## config.mk

```make
export PLATFORM = sky130hd
export DESIGN_NAME = teletext_router
export DESIGN_NICKNAME = d
export VERILOG_FILES = /design/src/teletext_router_pkg.sv /design/src/teletext_router.sv
export VERILOG_INCLUDE_DIRS = /design/src
export SDC_FILE = /design/constraint.sdc
export NUM_CORES = 2
export LEC_CHECK = 0
export ABC_AREA = 0
export BUFFER_PORTS_ARGS = -buffer_cell sky130_fd_sc_hd__buf_2
export CORE_AREA = 2 2 312 314
export DETAILED_ROUTE_END_ITERATION = 8
export DIE_AREA = 0 0 314 316
export HOLD_SLACK_MARGIN = 0.05
export PLACE_DENSITY = 0.74
export SLEW_MARGIN = 30
export SYNTH_ARGS = -nofsm -noshare
export SYNTH_HDL_FRONTEND = slang
export SYNTH_HIERARCHICAL = 1
export SYNTH_SLANG_ARGS = --single-unit
```

## constraint.sdc

```tcl
create_clock -name sys_clk -period 8.81 [get_ports sys_clk]
set_input_delay 0 -clock sys_clk [delete_from_list [all_inputs] [get_ports sys_clk]]
set_output_delay 0 -clock sys_clk [all_outputs]
set_load 0.01 [all_outputs]
```

## src/teletext_router_map.svh

```systemverilog
`ifndef TELETEXT_ROUTER_MAP_SVH
`define TELETEXT_ROUTER_MAP_SVH

// Timing
`define CLK_PERIOD_PS 5000
`define TTX_EDGE_NS 200
`define TTX_EDGE_CYC ((`TTX_EDGE_NS * 1000) / `CLK_PERIOD_PS)
`define TTX_EDGE_STEPS 8
`define TTX_STEP_CYC (`TTX_EDGE_CYC / `TTX_EDGE_STEPS)
`define TTX_BIT_B_NS 145
`define TTX_BIT_C_NS 175
`define TTX_BIT_B_CYC ((`TTX_BIT_B_NS * 1000) / `CLK_PERIOD_PS)
`define TTX_BIT_C_CYC ((`TTX_BIT_C_NS * 1000) / `CLK_PERIOD_PS)
`define RST_PIN_CYC 3'h4

// Ancillary packet framing
`define PRE_ZERO 8'h00
`define PRE_ONES 8'hff
`define DID_TTX 6'h34
`define DID_PHINC 6'h35
`define BLK_ONE 6'h01
`define STD_BIT 5
`define SYS_BIT 4
`define TTX_NIB 86
`define TTX_BITS 344
`define PHINC_SKIP 7'h04
`define PHINC_LAST 7'h0b
`define TTX_TAIL_LAST 2'h2

// Serialiser
`define RUNIN_PAT 16'h5555
`define RUNIN_LAST 9'h00f
`define START_625 9'h157
`define START_525B 9'h117
`define START_525C 9'h10f

// Levels, in DAC codes; CLAMP_MIN in 8-bit pixel codes
`define TTX_LO 10'h0f0
`define TTX_HI_B 10'h262
`define TTX_HI_C 10'h278
`define CHROMA_ZERO 14'sh0200
`define CLAMP_MIN 8'h10

`endif

```

## src/teletext_router_pkg.sv

```systemverilog
package teletext_router_pkg;
`include "teletext_router_map.svh"

typedef enum logic [7:0] {
    P_IDLE = 8'h01, P_PRE1 = 8'h02, P_PRE2 = 8'h04, P_DID = 8'h08,
    P_BLK = 8'h10, P_CNT = 8'h20, P_PAY = 8'h40, P_TAIL = 8'h80
} parse_st_t;

typedef enum logic [2:0] {
    S_IDLE = 3'h1, S_RUNIN = 3'h2, S_DATA = 3'h4
} ser_st_t;

typedef enum logic [1:0] {
    M_YC = 2'h0, M_YUV = 2'h1, M_RGB = 2'h2, M_RGB_SOG = 2'h3
} out_mode_t;

typedef struct packed {
    logic rst_s1;
    logic rst_s2;
    logic [2:0] rst_cnt;
    logic ctrl_active;
    parse_st_t pst;
    logic is_ttx;
    logic [6:0] idx;
    logic [1:0] tail;
    logic [(`TTX_NIB)-1:0][3:0] load;
    logic ld_std;
    logic ld_sys;
    logic pend;
    logic [31:0] sub_acc;
    logic [31:0] sub_out;
    logic sub_vld;
    logic [(`TTX_BITS)-1:0] play;
    ser_st_t sst;
    logic [8:0] bit_cnt;
    logic [8:0] start_bit;
    logic [5:0] bit_tmr;
    logic [5:0] bit_per;
    logic [5:0] pos;
    logic lat_sys;
    logic [7:0] y_r;
    logic [7:0] cb_r;
    logic [7:0] cr_r;
    logic [9:0] chroma_r;
    logic sync_r;
    logic [3:0][9:0] dac;
} core_st_t;

endpackage

```

## src/teletext_router.sv

```systemverilog
`timescale 1ns/1ps
`include "teletext_router_map.svh"
// Function
// - A line carrying a teletext packet outputs teletext, ignoring that line's pixels.
// - The 16-bit clock run-in is generated internally before the payload bits.
// - System B teletext: one at 66 IRE, zero at 0 IRE, 200 ns raised-cosine edges.
// - System C teletext: one at 70 IRE, zero at 0 IRE, 200 ns raised-cosine edges.
// - Teletext packet: 00 FF FF, ID 110100, block 1, count, 86 nibbles, two zeros, check.
// - First payload word bit P13 selects 525 (0) or 625 (1) lines.
// - First payload word bit P12 selects system B (0) or system C (1).
// - 625-line B sends 43 bytes; 525-line B sends 35, skipping bits 343-280.
// - 525-line C sends 34 bytes, skipping bits 343-272.
// - Parity bits of every word and the check word are ignored.
// - Phase packet: ID 110101, block 1, 4 line-rate nibbles, 8 subcarrier nibbles, MSB first.
// - Line-rate increment and the three flag bits are ignored.
// - Four 10-bit DAC channels update at the double-rate clock.
// - Y/C mode: luma, chroma and two composites, all time aligned.
// - RGB mode converts YCbCr per standard, optional sync on green, no VBI data.
// - RGB, compat clear: composite first pin, red second, blue chroma, green luma.
// - RGB, compat set: composite luma, red chroma, blue second, green first pin.
// - YUV clamps below 16, shared CbCr scale, separate Y scale, NTSC/PAL sets.
// - YUV: Y carries VBI and optional sync; composite luma, V chroma, Y first, U second.
// - Every DAC channel has its own independent enable.
// - Power-down zeroes all DACs and freezes the pipeline; controls stay usable.
// - Reset on power-up, pin low four cycles, or soft reset; control port goes idle.

module anc_fifo #(
    parameter int W = 8,
    parameter int D = 8
) (
    input wire logic sys_clk,
    input wire logic rstn,
    input wire logic [W-1:0] in_data,
    input wire logic in_valid,
    output logic in_ready,
    output logic [W-1:0] out_data,
    output logic out_valid,
    input wire logic out_ready
);
    localparam int AW = $clog2(D);
    localparam logic [AW:0] FULL = (AW+1)'(D);
    localparam logic [AW-1:0] LAST = AW'(D - 1);
    typedef struct packed {
        logic [D-1:0][W-1:0] mem;
        logic [AW-1:0] wp;
        logic [AW-1:0] rp;
        logic [AW:0] cnt;
    } fifo_st_t;
    fifo_st_t q, d;
    logic push, pop;

    assign in_ready = q.cnt != FULL;
    assign out_valid = q.cnt != '0;
    assign out_data = q.mem[q.rp];
    assign push = in_valid && in_ready;
    assign pop = out_valid && out_ready;

    always_comb begin
        d = q;
        if (push) begin
            d.mem[q.wp] = in_data;
            d.wp = (q.wp == LAST) ? '0 : q.wp + 1'b1;
        end
        if (pop) begin
            d.rp = (q.rp == LAST) ? '0 : q.rp + 1'b1;
        end
        d.cnt = q.cnt + (AW+1)'(push) - (AW+1)'(pop);
    end

    always_ff @(posedge sys_clk or negedge rstn) begin
        if (!rstn) begin
            q <= '0;
        end else begin
            q <= d;
        end
    end
endmodule

module teletext_router import teletext_router_pkg::*; (
    input wire logic sys_clk,
    input wire logic rstn,
    input wire logic reset_pin_n,
    input wire logic soft_reset,
    input wire logic power_down,
    input wire logic [3:0] dac_en,
    input wire logic [1:0] out_mode,
    input wire logic connector_compat_bit,
    input wire logic pal_mode,
    input wire logic add_sync,
    input wire logic sync_tip,
    input wire logic [7:0] anc_word,
    input wire logic anc_valid,
    output logic anc_ready,
    input wire logic sav_pulse,
    input wire logic pix_valid,
    input wire logic [7:0] y_in,
    input wire logic [7:0] cb_in,
    input wire logic [7:0] cr_in,
    input wire logic [9:0] chroma_in,
    output logic [9:0] luma_pin,
    output logic [9:0] chroma_pin,
    output logic [9:0] first_composite_pin,
    output logic [9:0] second_composite_pin,
    output logic ttx_on,
    output logic [31:0] subcarrier_increment,
    output logic subcarrier_inc_valid,
    output logic ctrl_if_active
);
    core_st_t q, d;
    logic [7:0] w;
    logic w_valid, w_take, int_rst, nbit;
    logic [9:0] lvl, hi, comp_v;
    logic [17:0] prod;
    logic [9:0] rt [4];
    logic [9:0] gated [4];

    function automatic logic [7:0] cos_tab(input logic [2:0] i);
        case (i)
            3'h0: cos_tab = 8'h02;
            3'h1: cos_tab = 8'h16;
            3'h2: cos_tab = 8'h39;
            3'h3: cos_tab = 8'h67;
            3'h4: cos_tab = 8'h99;
            3'h5: cos_tab = 8'hc7;
            3'h6: cos_tab = 8'hea;
            default: cos_tab = 8'hfe;
        endcase
    endfunction

    function automatic logic [9:0] sat10(input logic signed [13:0] v);
        if (v < 14'sh0000) begin
            sat10 = 10'h000;
        end else if (v > 14'sh03ff) begin
            sat10 = 10'h3ff;
        end else begin
            sat10 = v[9:0];
        end
    endfunction

    function automatic logic signed [13:0] wide(input logic [7:0] x);
        wide = $signed({4'h0, x, 2'b00});
    endfunction

    // Absorbs bursts while the parser is held by power-down or reset
    anc_fifo #(.W(8), .D(8)) u_fifo (
        .sys_clk(sys_clk),
        .rstn(rstn),
        .in_data(anc_word),
        .in_valid(anc_valid),
        .in_ready(anc_ready),
        .out_data(w),
        .out_valid(w_valid),
        .out_ready(w_take)
    );

    assign int_rst = (q.rst_cnt == `RST_PIN_CYC) || soft_reset;
    assign w_take = !power_down && !int_rst;
    assign hi = q.lat_sys ? `TTX_HI_C : `TTX_HI_B;
    assign prod = (hi - `TTX_LO) * cos_tab(3'(q.pos / 6'(`TTX_STEP_CYC)));
    // Ends are pinned so settled levels are exact; the table alone stops a few codes short
    assign lvl = (q.pos == 6'h0) ? `TTX_LO : (q.pos == 6'(`TTX_EDGE_CYC - 1)) ? hi
        : 10'(`TTX_LO + prod[17:8]);
    assign ttx_on = q.sst != S_IDLE;

    always_comb begin
        case (q.sst)
            S_RUNIN: nbit = 1'(`RUNIN_PAT >> q.bit_cnt[3:0]);
            S_DATA: nbit = q.play[q.bit_cnt];
            default: nbit = 1'b0;
        endcase
    end

    // Source picture for each of the four channels
    always_comb begin
        logic signed [13:0] y10, cb10, cr10, comp, r, g, b, yv, uv, vv;
        logic [7:0] yc, cbc, crc;
        logic [9:0] luma_v, chroma_v, g_v, yv_v;
        y10 = wide(q.y_r);
        cb10 = wide(q.cb_r) - `CHROMA_ZERO;
        cr10 = wide(q.cr_r) - `CHROMA_ZERO;
        comp = y10 + $signed({4'h0, q.chroma_r}) - `CHROMA_ZERO;
        luma_v = ttx_on ? lvl : {q.y_r, 2'b00};
        chroma_v = ttx_on ? 10'(`CHROMA_ZERO) : q.chroma_r;
        comp_v = ttx_on ? lvl : sat10(comp);
        // shift-add matrix, PAL terms slightly larger
        r = y10 + cr10 + (cr10 >>> 2) + (cr10 >>> 3) + (pal_mode ? (cr10 >>> 4) : 14'sh0);
        g = y10 - (cr10 >>> 1) - (cb10 >>> 2);
        b = y10 + cb10 + (cb10 >>> 1) + (cb10 >>> 2) + (pal_mode ? (cb10 >>> 4) : 14'sh0);
        g_v = (out_mode == M_RGB_SOG && q.sync_r) ? 10'h000 : sat10(g);
        // clamp, then one scale for CbCr and another for Y
        yc = (q.y_r < `CLAMP_MIN) ? `CLAMP_MIN : q.y_r;
        cbc = (q.cb_r < `CLAMP_MIN) ? `CLAMP_MIN : q.cb_r;
        crc = (q.cr_r < `CLAMP_MIN) ? `CLAMP_MIN : q.cr_r;
        yv = wide(yc) - (wide(yc) >>> (pal_mode ? 4 : 3));
        uv = wide(cbc) - (wide(cbc) >>> (pal_mode ? 3 : 2));
        vv = wide(crc) - (wide(crc) >>> (pal_mode ? 3 : 2));
        yv_v = ttx_on ? lvl : sat10(yv);
        if (add_sync && q.sync_r) begin
            yv_v = 10'h000;
        end
        case (out_mode)
            M_YC: begin
                rt[0] = luma_v;
                rt[1] = chroma_v;
                rt[2] = comp_v;
                rt[3] = comp_v;
            end
            M_YUV: begin
                rt[0] = comp_v;
                rt[1] = sat10(vv);
                rt[2] = yv_v;
                rt[3] = sat10(uv);
            end
            default: begin
                if (!connector_compat_bit) begin
                    rt[0] = g_v;
                    rt[1] = sat10(b);
                    rt[2] = comp_v;
                    rt[3] = sat10(r);
                end else begin
                    rt[0] = comp_v;
                    rt[1] = sat10(r);
                    rt[2] = g_v;
                    rt[3] = sat10(b);
                end
            end
        endcase
    end

    for (genvar gi = 0; gi < 4; gi++) begin : g_dac
        assign gated[gi] = dac_en[gi] ? rt[gi] : 10'h000;
    end

    always_comb begin
        logic s1, s2;
        logic [2:0] cnt;
        s1 = 1'b0;
        s2 = 1'b0;
        cnt = 3'h0;
        d = q;
        d.rst_s1 = reset_pin_n;
        d.rst_s2 = q.rst_s1;
        if (q.rst_s2) begin
            d.rst_cnt = 3'h0;
        end else if (q.rst_cnt != `RST_PIN_CYC) begin
            d.rst_cnt = q.rst_cnt + 3'h1;
        end
        d.ctrl_active = !int_rst;
        d.sub_vld = 1'b0;

        // Serialiser first, so a packet finishing this cycle still sets pend
        case (q.sst)
            S_IDLE: begin
                if (sav_pulse && q.pend) begin
                    d.pend = 1'b0;
                    d.play = q.load;
                    d.lat_sys = q.ld_sys;
                    d.bit_per = q.ld_sys ? 6'(`TTX_BIT_C_CYC) : 6'(`TTX_BIT_B_CYC);
                    d.bit_tmr = (q.ld_sys ? 6'(`TTX_BIT_C_CYC) : 6'(`TTX_BIT_B_CYC)) - 6'h1;
                    d.bit_cnt = `RUNIN_LAST;
                    if (q.ld_std) begin
                        d.start_bit = `START_625;
                    end else begin
                        d.start_bit = q.ld_sys ? `START_525C : `START_525B;
                    end
                    d.sst = S_RUNIN;
                end
            end
            S_RUNIN, S_DATA: begin
                if (q.bit_tmr != 6'h0) begin
                    d.bit_tmr = q.bit_tmr - 6'h1;
                end else begin
                    d.bit_tmr = q.bit_per - 6'h1;
                    if (q.bit_cnt != 9'h0) begin
                        d.bit_cnt = q.bit_cnt - 9'h1;
                    end else if (q.sst == S_RUNIN) begin
                        d.bit_cnt = q.start_bit;
                        d.sst = S_DATA;
                    end else begin
                        d.sst = S_IDLE;
                    end
                end
            end
            default: d.sst = S_IDLE;
        endcase
        // Raised-cosine position; reverses in place if a bit flips mid-edge
        if (nbit && q.pos != 6'(`TTX_EDGE_CYC - 1)) begin
            d.pos = q.pos + 6'h1;
        end else if (!nbit && q.pos != 6'h0) begin
            d.pos = q.pos - 6'h1;
        end

        // only the low six bits are compared after the preamble
        if (w_valid && w_take) begin
            case (q.pst)
                P_IDLE: begin
                    if (w == `PRE_ZERO) begin
                        d.pst = P_PRE1;
                    end
                end
                P_PRE1: begin
                    if (w == `PRE_ONES) begin
                        d.pst = P_PRE2;
                    end else if (w != `PRE_ZERO) begin
                        d.pst = P_IDLE;
                    end
                end
                P_PRE2: d.pst = (w == `PRE_ONES) ? P_DID : P_IDLE;
                P_DID: begin
                    d.pst = P_BLK;
                    if (w[5:0] == `DID_TTX) begin
                        d.is_ttx = 1'b1;
                        d.pend = 1'b0;
                    end else if (w[5:0] == `DID_PHINC) begin
                        d.is_ttx = 1'b0;
                    end else begin
                        d.pst = P_IDLE;
                    end
                end
                P_BLK: begin
                    d.idx = 7'h0;
                    d.pst = (w[5:0] == `BLK_ONE) ? P_CNT : P_IDLE;
                end
                P_CNT: d.pst = P_PAY;
                P_PAY: begin
                    d.idx = q.idx + 7'h1;
                    d.tail = 2'h0;
                    if (q.is_ttx) begin
                        d.load[7'(`TTX_NIB - 1) - q.idx] = w[3:0];
                        if (q.idx == 7'h0) begin
                            d.ld_std = w[`STD_BIT];
                            d.ld_sys = w[`SYS_BIT];
                        end
                        if (q.idx == 7'(`TTX_NIB - 1)) begin
                            d.pst = P_TAIL;
                        end
                    end else begin
                        if (q.idx >= `PHINC_SKIP) begin
                            d.sub_acc = {q.sub_acc[27:0], w[3:0]};
                        end
                        if (q.idx == `PHINC_LAST) begin
                            d.pst = P_TAIL;
                        end
                    end
                end
                P_TAIL: begin
                    d.tail = q.tail + 2'h1;
                    if (!q.is_ttx) begin
                        d.sub_out = q.sub_acc;
                        d.sub_vld = 1'b1;
                        d.pst = P_IDLE;
                    end else if (q.tail == `TTX_TAIL_LAST) begin
                        d.pend = 1'b1;
                        d.pst = P_IDLE;
                    end
                end
                default: d.pst = P_IDLE;
            endcase
        end

        if (power_down) begin
            d.dac = '0;
        end else begin
            if (pix_valid) begin
                d.y_r = y_in;
                d.cb_r = cb_in;
                d.cr_r = cr_in;
                d.chroma_r = chroma_in;
                d.sync_r = sync_tip;
            end
            for (int i = 0; i < 4; i++) begin
                d.dac[i] = gated[i];
            end
        end

        if (int_rst) begin
            s1 = d.rst_s1;
            s2 = d.rst_s2;
            cnt = d.rst_cnt;
            d = '0;
            d.pst = P_IDLE;
            d.sst = S_IDLE;
            d.rst_s1 = s1;
            d.rst_s2 = s2;
            d.rst_cnt = cnt;
        end
    end

    always_ff @(posedge sys_clk or negedge rstn) begin
        if (!rstn) begin
            q <= '0;
            // Synchroniser idles at the released pin level, so no false pin reset follows
            q.rst_s1 <= 1'b1;
            q.rst_s2 <= 1'b1;
            q.pst <= P_IDLE;
            q.sst <= S_IDLE;
        end else begin
            q <= d;
        end
    end

    assign luma_pin = q.dac[0];
    assign chroma_pin = q.dac[1];
    assign first_composite_pin = q.dac[2];
    assign second_composite_pin = q.dac[3];
    assign subcarrier_increment = q.sub_out;
    assign subcarrier_inc_valid = q.sub_vld;
    assign ctrl_if_active = q.ctrl_active;
endmodule

```

; Word level (Yosys, flattened, before mapping)
; Cells that the tools add are included.
[word_totals]
reg_bits = 969
latchBits = 0
mem_bits_rw = 0
rom_bits = 0
inputBits = 60
output_inout_bits = 76
elab_cells = 398
mem_count = 0
[op_classes]
addsub = 33
n_mul = 1
div_mod_pow = 1
order_cmp = 24
eq_ne = 45
shifts = 4
mux = 109
n_bitwise = 0
n_reduce_logical = 53
[op_table]
columns = cell, count
row1 = $mux W890, 1
row2 = $mux W346, 2
row3 = $mux W430, 1
row4 = $mux W377, 1
row5 = $bwmux W344, 1
row6 = $mux W344, 1
row7 = $mux W10, 26
row8 = $mux W8, 13
row9 = $mux W32, 3
row10 = $mux W40, 2
row11 = $pmux W40 S2, 1
row12 = $gt A14 B11 Y1 const B, 5
row13 = $lt A14 B1 Y1 const B, 5
row14 = $mux W35, 2
row15 = $mux W33, 2
row16 = $bwmux W64, 1
row17 = $pmux W8 S8, 1
row18 = $pmux W8 S7, 1
row19 = $sub A11 B14 Y14, 3
row20 = $mux W6, 6
row21 = $sshr A11 B32 Y14, 1
row22 = $add A14 B14 Y14, 2
row23 = $demux W4 S7, 1
row24 = $mux W14, 2
row25 = other kinds (95), 186

; Depth between registers and ports, before layout
[depth]
depth_word = 13
ltp_mapped = 31

; Modules after synthesis
; The synthesis kept the hierarchy.
[modules_own_cells]
columns = mod, instances, cells_per_inst, area_per_inst_um2, seq_area_each_um2
row1 = teletext_router, 1, 4505, 45735.1, 22151.2
row2 = anc_fifo, 1, 220, 3654.8, 1851.8

; Least setup slack after synthesis
; No wires, ideal clock.
[synth_timing]
path_kind = reg2reg
startpoint = register q[78] (netlist bit)
endpoint = register q (netlist bit second_composite_pin[9])
setup_ns = 0.148
arrival_time_ns = 6.481
setup_slack_ns = 2.181
stages_incl_launch_ff = 27
n_path_buf = 1
synth_period_minus_slack_ns = 6.629
path_cell_list = dfrtp_1 > clkbuf_1 > nor2b_1 > a211oi_1 > nor3_1 > inv_1 > maj3_1 > nor2_1 > inv_1 > fa_1 > inv_1 > ha_1 > fa_1 > inv_1 > fa_1 > inv_1 > ha_1 > nand4_1 > o22ai_1 > o41a_1 > mux2_2 > a21oi_1 > nor3_1 > or4_1 > and3_1 > a221oi_2 > a311oi_1
[synth_rtl]
columns = element, line_no
row1 = "start, declared", teletext_router.sv:109  ; core_st_t q, d;

==> results.toml <==
[setup_path]
r2r.worst_path.cells = 26
regToRegStartpoint = "q[78]"
critPathRequiredTime_ns = 9.35
crit_type = "register to register"
r2r-end = "first_composite_pin[9]"
crit_arrival_ns = 8.47
crit_path_end_kind = "register"
cp_max_fo = 12
rrSetupSlack_ns = 0.89
cp-start-kind = "register"

[floorplan]
row_count = 114
die_w_um = 314
core_um2 = 96000
start_util_pct = 51.5
die_area_um2 = 99200
die_y_um = 316
ios = 136

[clock_tree]
cts_buffer_depth = 3
clock_sinks = 959
cts_buffers = 97
clk_pin_slew_ns = 0.06
h-tree-depth = 3
cts_tree = "yes"
post-cts-setup-buffers = 0
cts-root-buf = "clkbuf_16"
clock_latency_ns = 0.71

[routing]
vias = 37900
wl_met2_mm = 63.1
drtIter0Drc = 3524
highest_layer = "met5"
first_pass_iters = 7
final_antenna_net_count = 0
wl_met1_mm = 55.3
drc = 0
viasPerCell = 6.18
post_drt_wl_per_cell_um = 22.1
wl_mm = 135
wl_met3_mm = 11.4

[place]
hpwl_mm = 81.9
gp_congestion = 0.938
port_buffers = 135
place_area_um2 = 50300

[power]
clkPwrFrac_pct = 37.1
seqPwrFrac_pct = 42.6
ir_drop_mv = 0.152
swShare_pct = 30.2
intPower_mw = 7.96
powerDensity_nw_per_um2 = 207
switchingPower_mw = 3.44
pwr-share-comb_pct = 20.3
p_leak_nw = 25.5

[hold_path]
holdCritStartpoint = "anc_word[6]"
whs_path_depth = 3
hp-class = "input pin to register"
whs_endpoint = "u_fifo/q[64]"

[cells_and_area]
layout.cells.most_common = "dfrtp_1"
seq_area_um2 = 24000
layout.nets = 5072
final_cell_mix = "952 x dfrtp_1, 855 x nand2_1, 607 x o21ai_0"
fin_area_um2 = 55000
drive_gt1_share_pct = 12.0
multi_input_area_um2 = 23000
area_growth_pct = 11.4
fill_cells = 7790

[logic_synthesis]
synthArstFlopShare_pct = 100
synthFlopType = "dfrtp_1"
ys_types = 104
synth_edf_count = 0
yosys_warnings = 6
yosysSeqAreaShare_pct = 48.6
syn_area_um2 = 49400
synth_cells = 4725
avgSynthCellArea_um2 = 10.5
ys_seq_elements = 959

[grt]
grt_usage_pct = 27.4
grt_pass1_wl_mm = 214
antenna_found_initial = 5
grt_pass1_vias = 37500
grt_max_degree = 209
overflow = 0

[sta]
fin_skew_ns = 0.0588
fin_crit_sh_pct = 89.9
finalHoldViolations = 0
slew_viol_final = 0
timing.fmax_mhz = 126
fin_setup_tns_ns = 0
setup_violations = 0
slew_headroom_pct = 26.9
tightestPinTransition_ns = 1.10
grt_setup_unrepaired = "no"
min_period_ns = 7.92

[job]
maxCapViolCount = 0

[outcome]
outcome = "completed"
cells in the mapped netlist, drive strengths merged (27+ instances only):
master | count | area [um^2]
ha | 155 | 1940
a22o | 348 | 3050
dfrtp | 955 | 23900
clkbuf | 234 | 886
mux4 | 103 | 2420
nor3 | 53 | 275
xnor2 | 39 | 342
o21ai | 611 | 3060
a21o | 31 | 233
buf | 142 | 1050
and2 | 27 | 170
fa | 81 | 1620
inv | 162 | 608
nand2 | 860 | 3230
a21oi | 171 | 856
mux2 | 89 | 1120
mux2i | 46 | 460
nor2 | 152 | 576
nand3 | 41 | 210
registers in the layout (all words and copies together) (netlist names):
| signal | cells |
|---|---|
| q | 811 |
| first_composite_pin | 10 |
| second_composite_pin | 10 |
| subcarrier_inc_valid | 1 |
| ctrl_if_active | 1 |
| luma_pin | 10 |
| chroma_pin | 10 |
| subcarrier_increment | 32 |
| u_fifo/q | 74 |
routing by layer:
layer,up-vias,track usage [%]
li1,16800,-
met1,19000,36.6
met2,1627,43.3
met3,407,6.20
met4,6,11.5
met5,-,0
how the worst max path moves through the flow:
stage,from,end,cells past startpoint
3_3_place_gp,q[81],second_composite_pin[9],26
6_report,q[78],first_composite_pin[9],26
4_1_cts,q[78],first_composite_pin[9],26
2_1_floorplan,q[78],second_composite_pin[9],26
3_5_place_dp,q[79],second_composite_pin[9],26
5_1_grt,q[78],first_composite_pin[9],26
worst max-delay path, stage by stage, from the launching register on:
cell	delay, ns
dfrtp_1	0.53
nor2b_1	0.36
a211oi_1	0.09
nor3_1	0.49
inv_1	0.20
maj3_1	0.44
nor2_1	0.18
inv_1	0.09
fa_1	0.48
inv_1	0.04
ha_1	0.29
fa_1	0.54
inv_1	0.05
fa_1	0.52
inv_1	0.04
ha_1	0.30
nand4_1	0.09
o22ai_1	0.41
o41a_1	0.25
mux2_2	0.38
a21oi_1	0.24
nor3_1	0.09
or4_1	0.54
and3_1	0.24
a32oi_1	0.19
o31ai_1	0.10
dlygate4sd3_1	0.58
metrics by stage:
stage          util, %  hold WS [ns]  std cells  setup WS [ns]  total power [mW]
3_3_place_gp      52.4        0.0923       5819           1.65              7.09
2_1_floorplan        -        -0.296       4731           2.18              6.46
6_report          57.3         0.213       6132          0.886              11.4
4_1_cts           57.2         0.189       6127          0.947              11.4
5_1_grt           57.3         0.251       6129          0.600              11.8
3_5_place_dp      52.4        0.0967       5819           1.49              7.14
power by group through the flow:
| stage | clock [mW] | combinational (mW) | sequential [mW] |
|---|---|---|---|
| after CTS | 4.28 | 2.27 | 4.85 |
| after floorplan | 0 | 1.66 | 4.80 |
| final | 4.23 | 2.31 | 4.85 |
| after detailed placement | 0 | 2.21 | 4.93 |
| after global routing | 4.48 | 2.49 | 4.88 |
| after global placement | 0 | 2.18 | 4.91 |
what timing repair did:
item	in CTS	in global routing
endpoints found under the hold margin	257	0
resized for setup	0	0
hold buffers	132	0
layout make-up:
class	count	share of cell area [%]
repair buffers	323	4.66
diodes	3	0.0136
multi-input cells	3230	41.7
clock inverters	36	0.964
clock buffers	140	4.99
flip-flops and latches	959	43.6
inverters	165	1.13
well taps	1276	2.90
cells by family (layout without fill, tap and decap cells):
group	count (synthesis)	in the layout	share of synthesized area, %
AO/OA/AOI/OAI	1390	1390	18.4
AND/OR/NAND/NOR	1293	1293	11.3
flip-flops	959	959	48.6
XOR/XNOR	64	64	1.13
other	2	11	0.0152
adder cells (fa/ha/maj)	237	237	7.23
buffers and inverters	542	664	5.19
multiplexers	238	238	8.11
No activity file was read; power rests on OpenSTA's default activity.
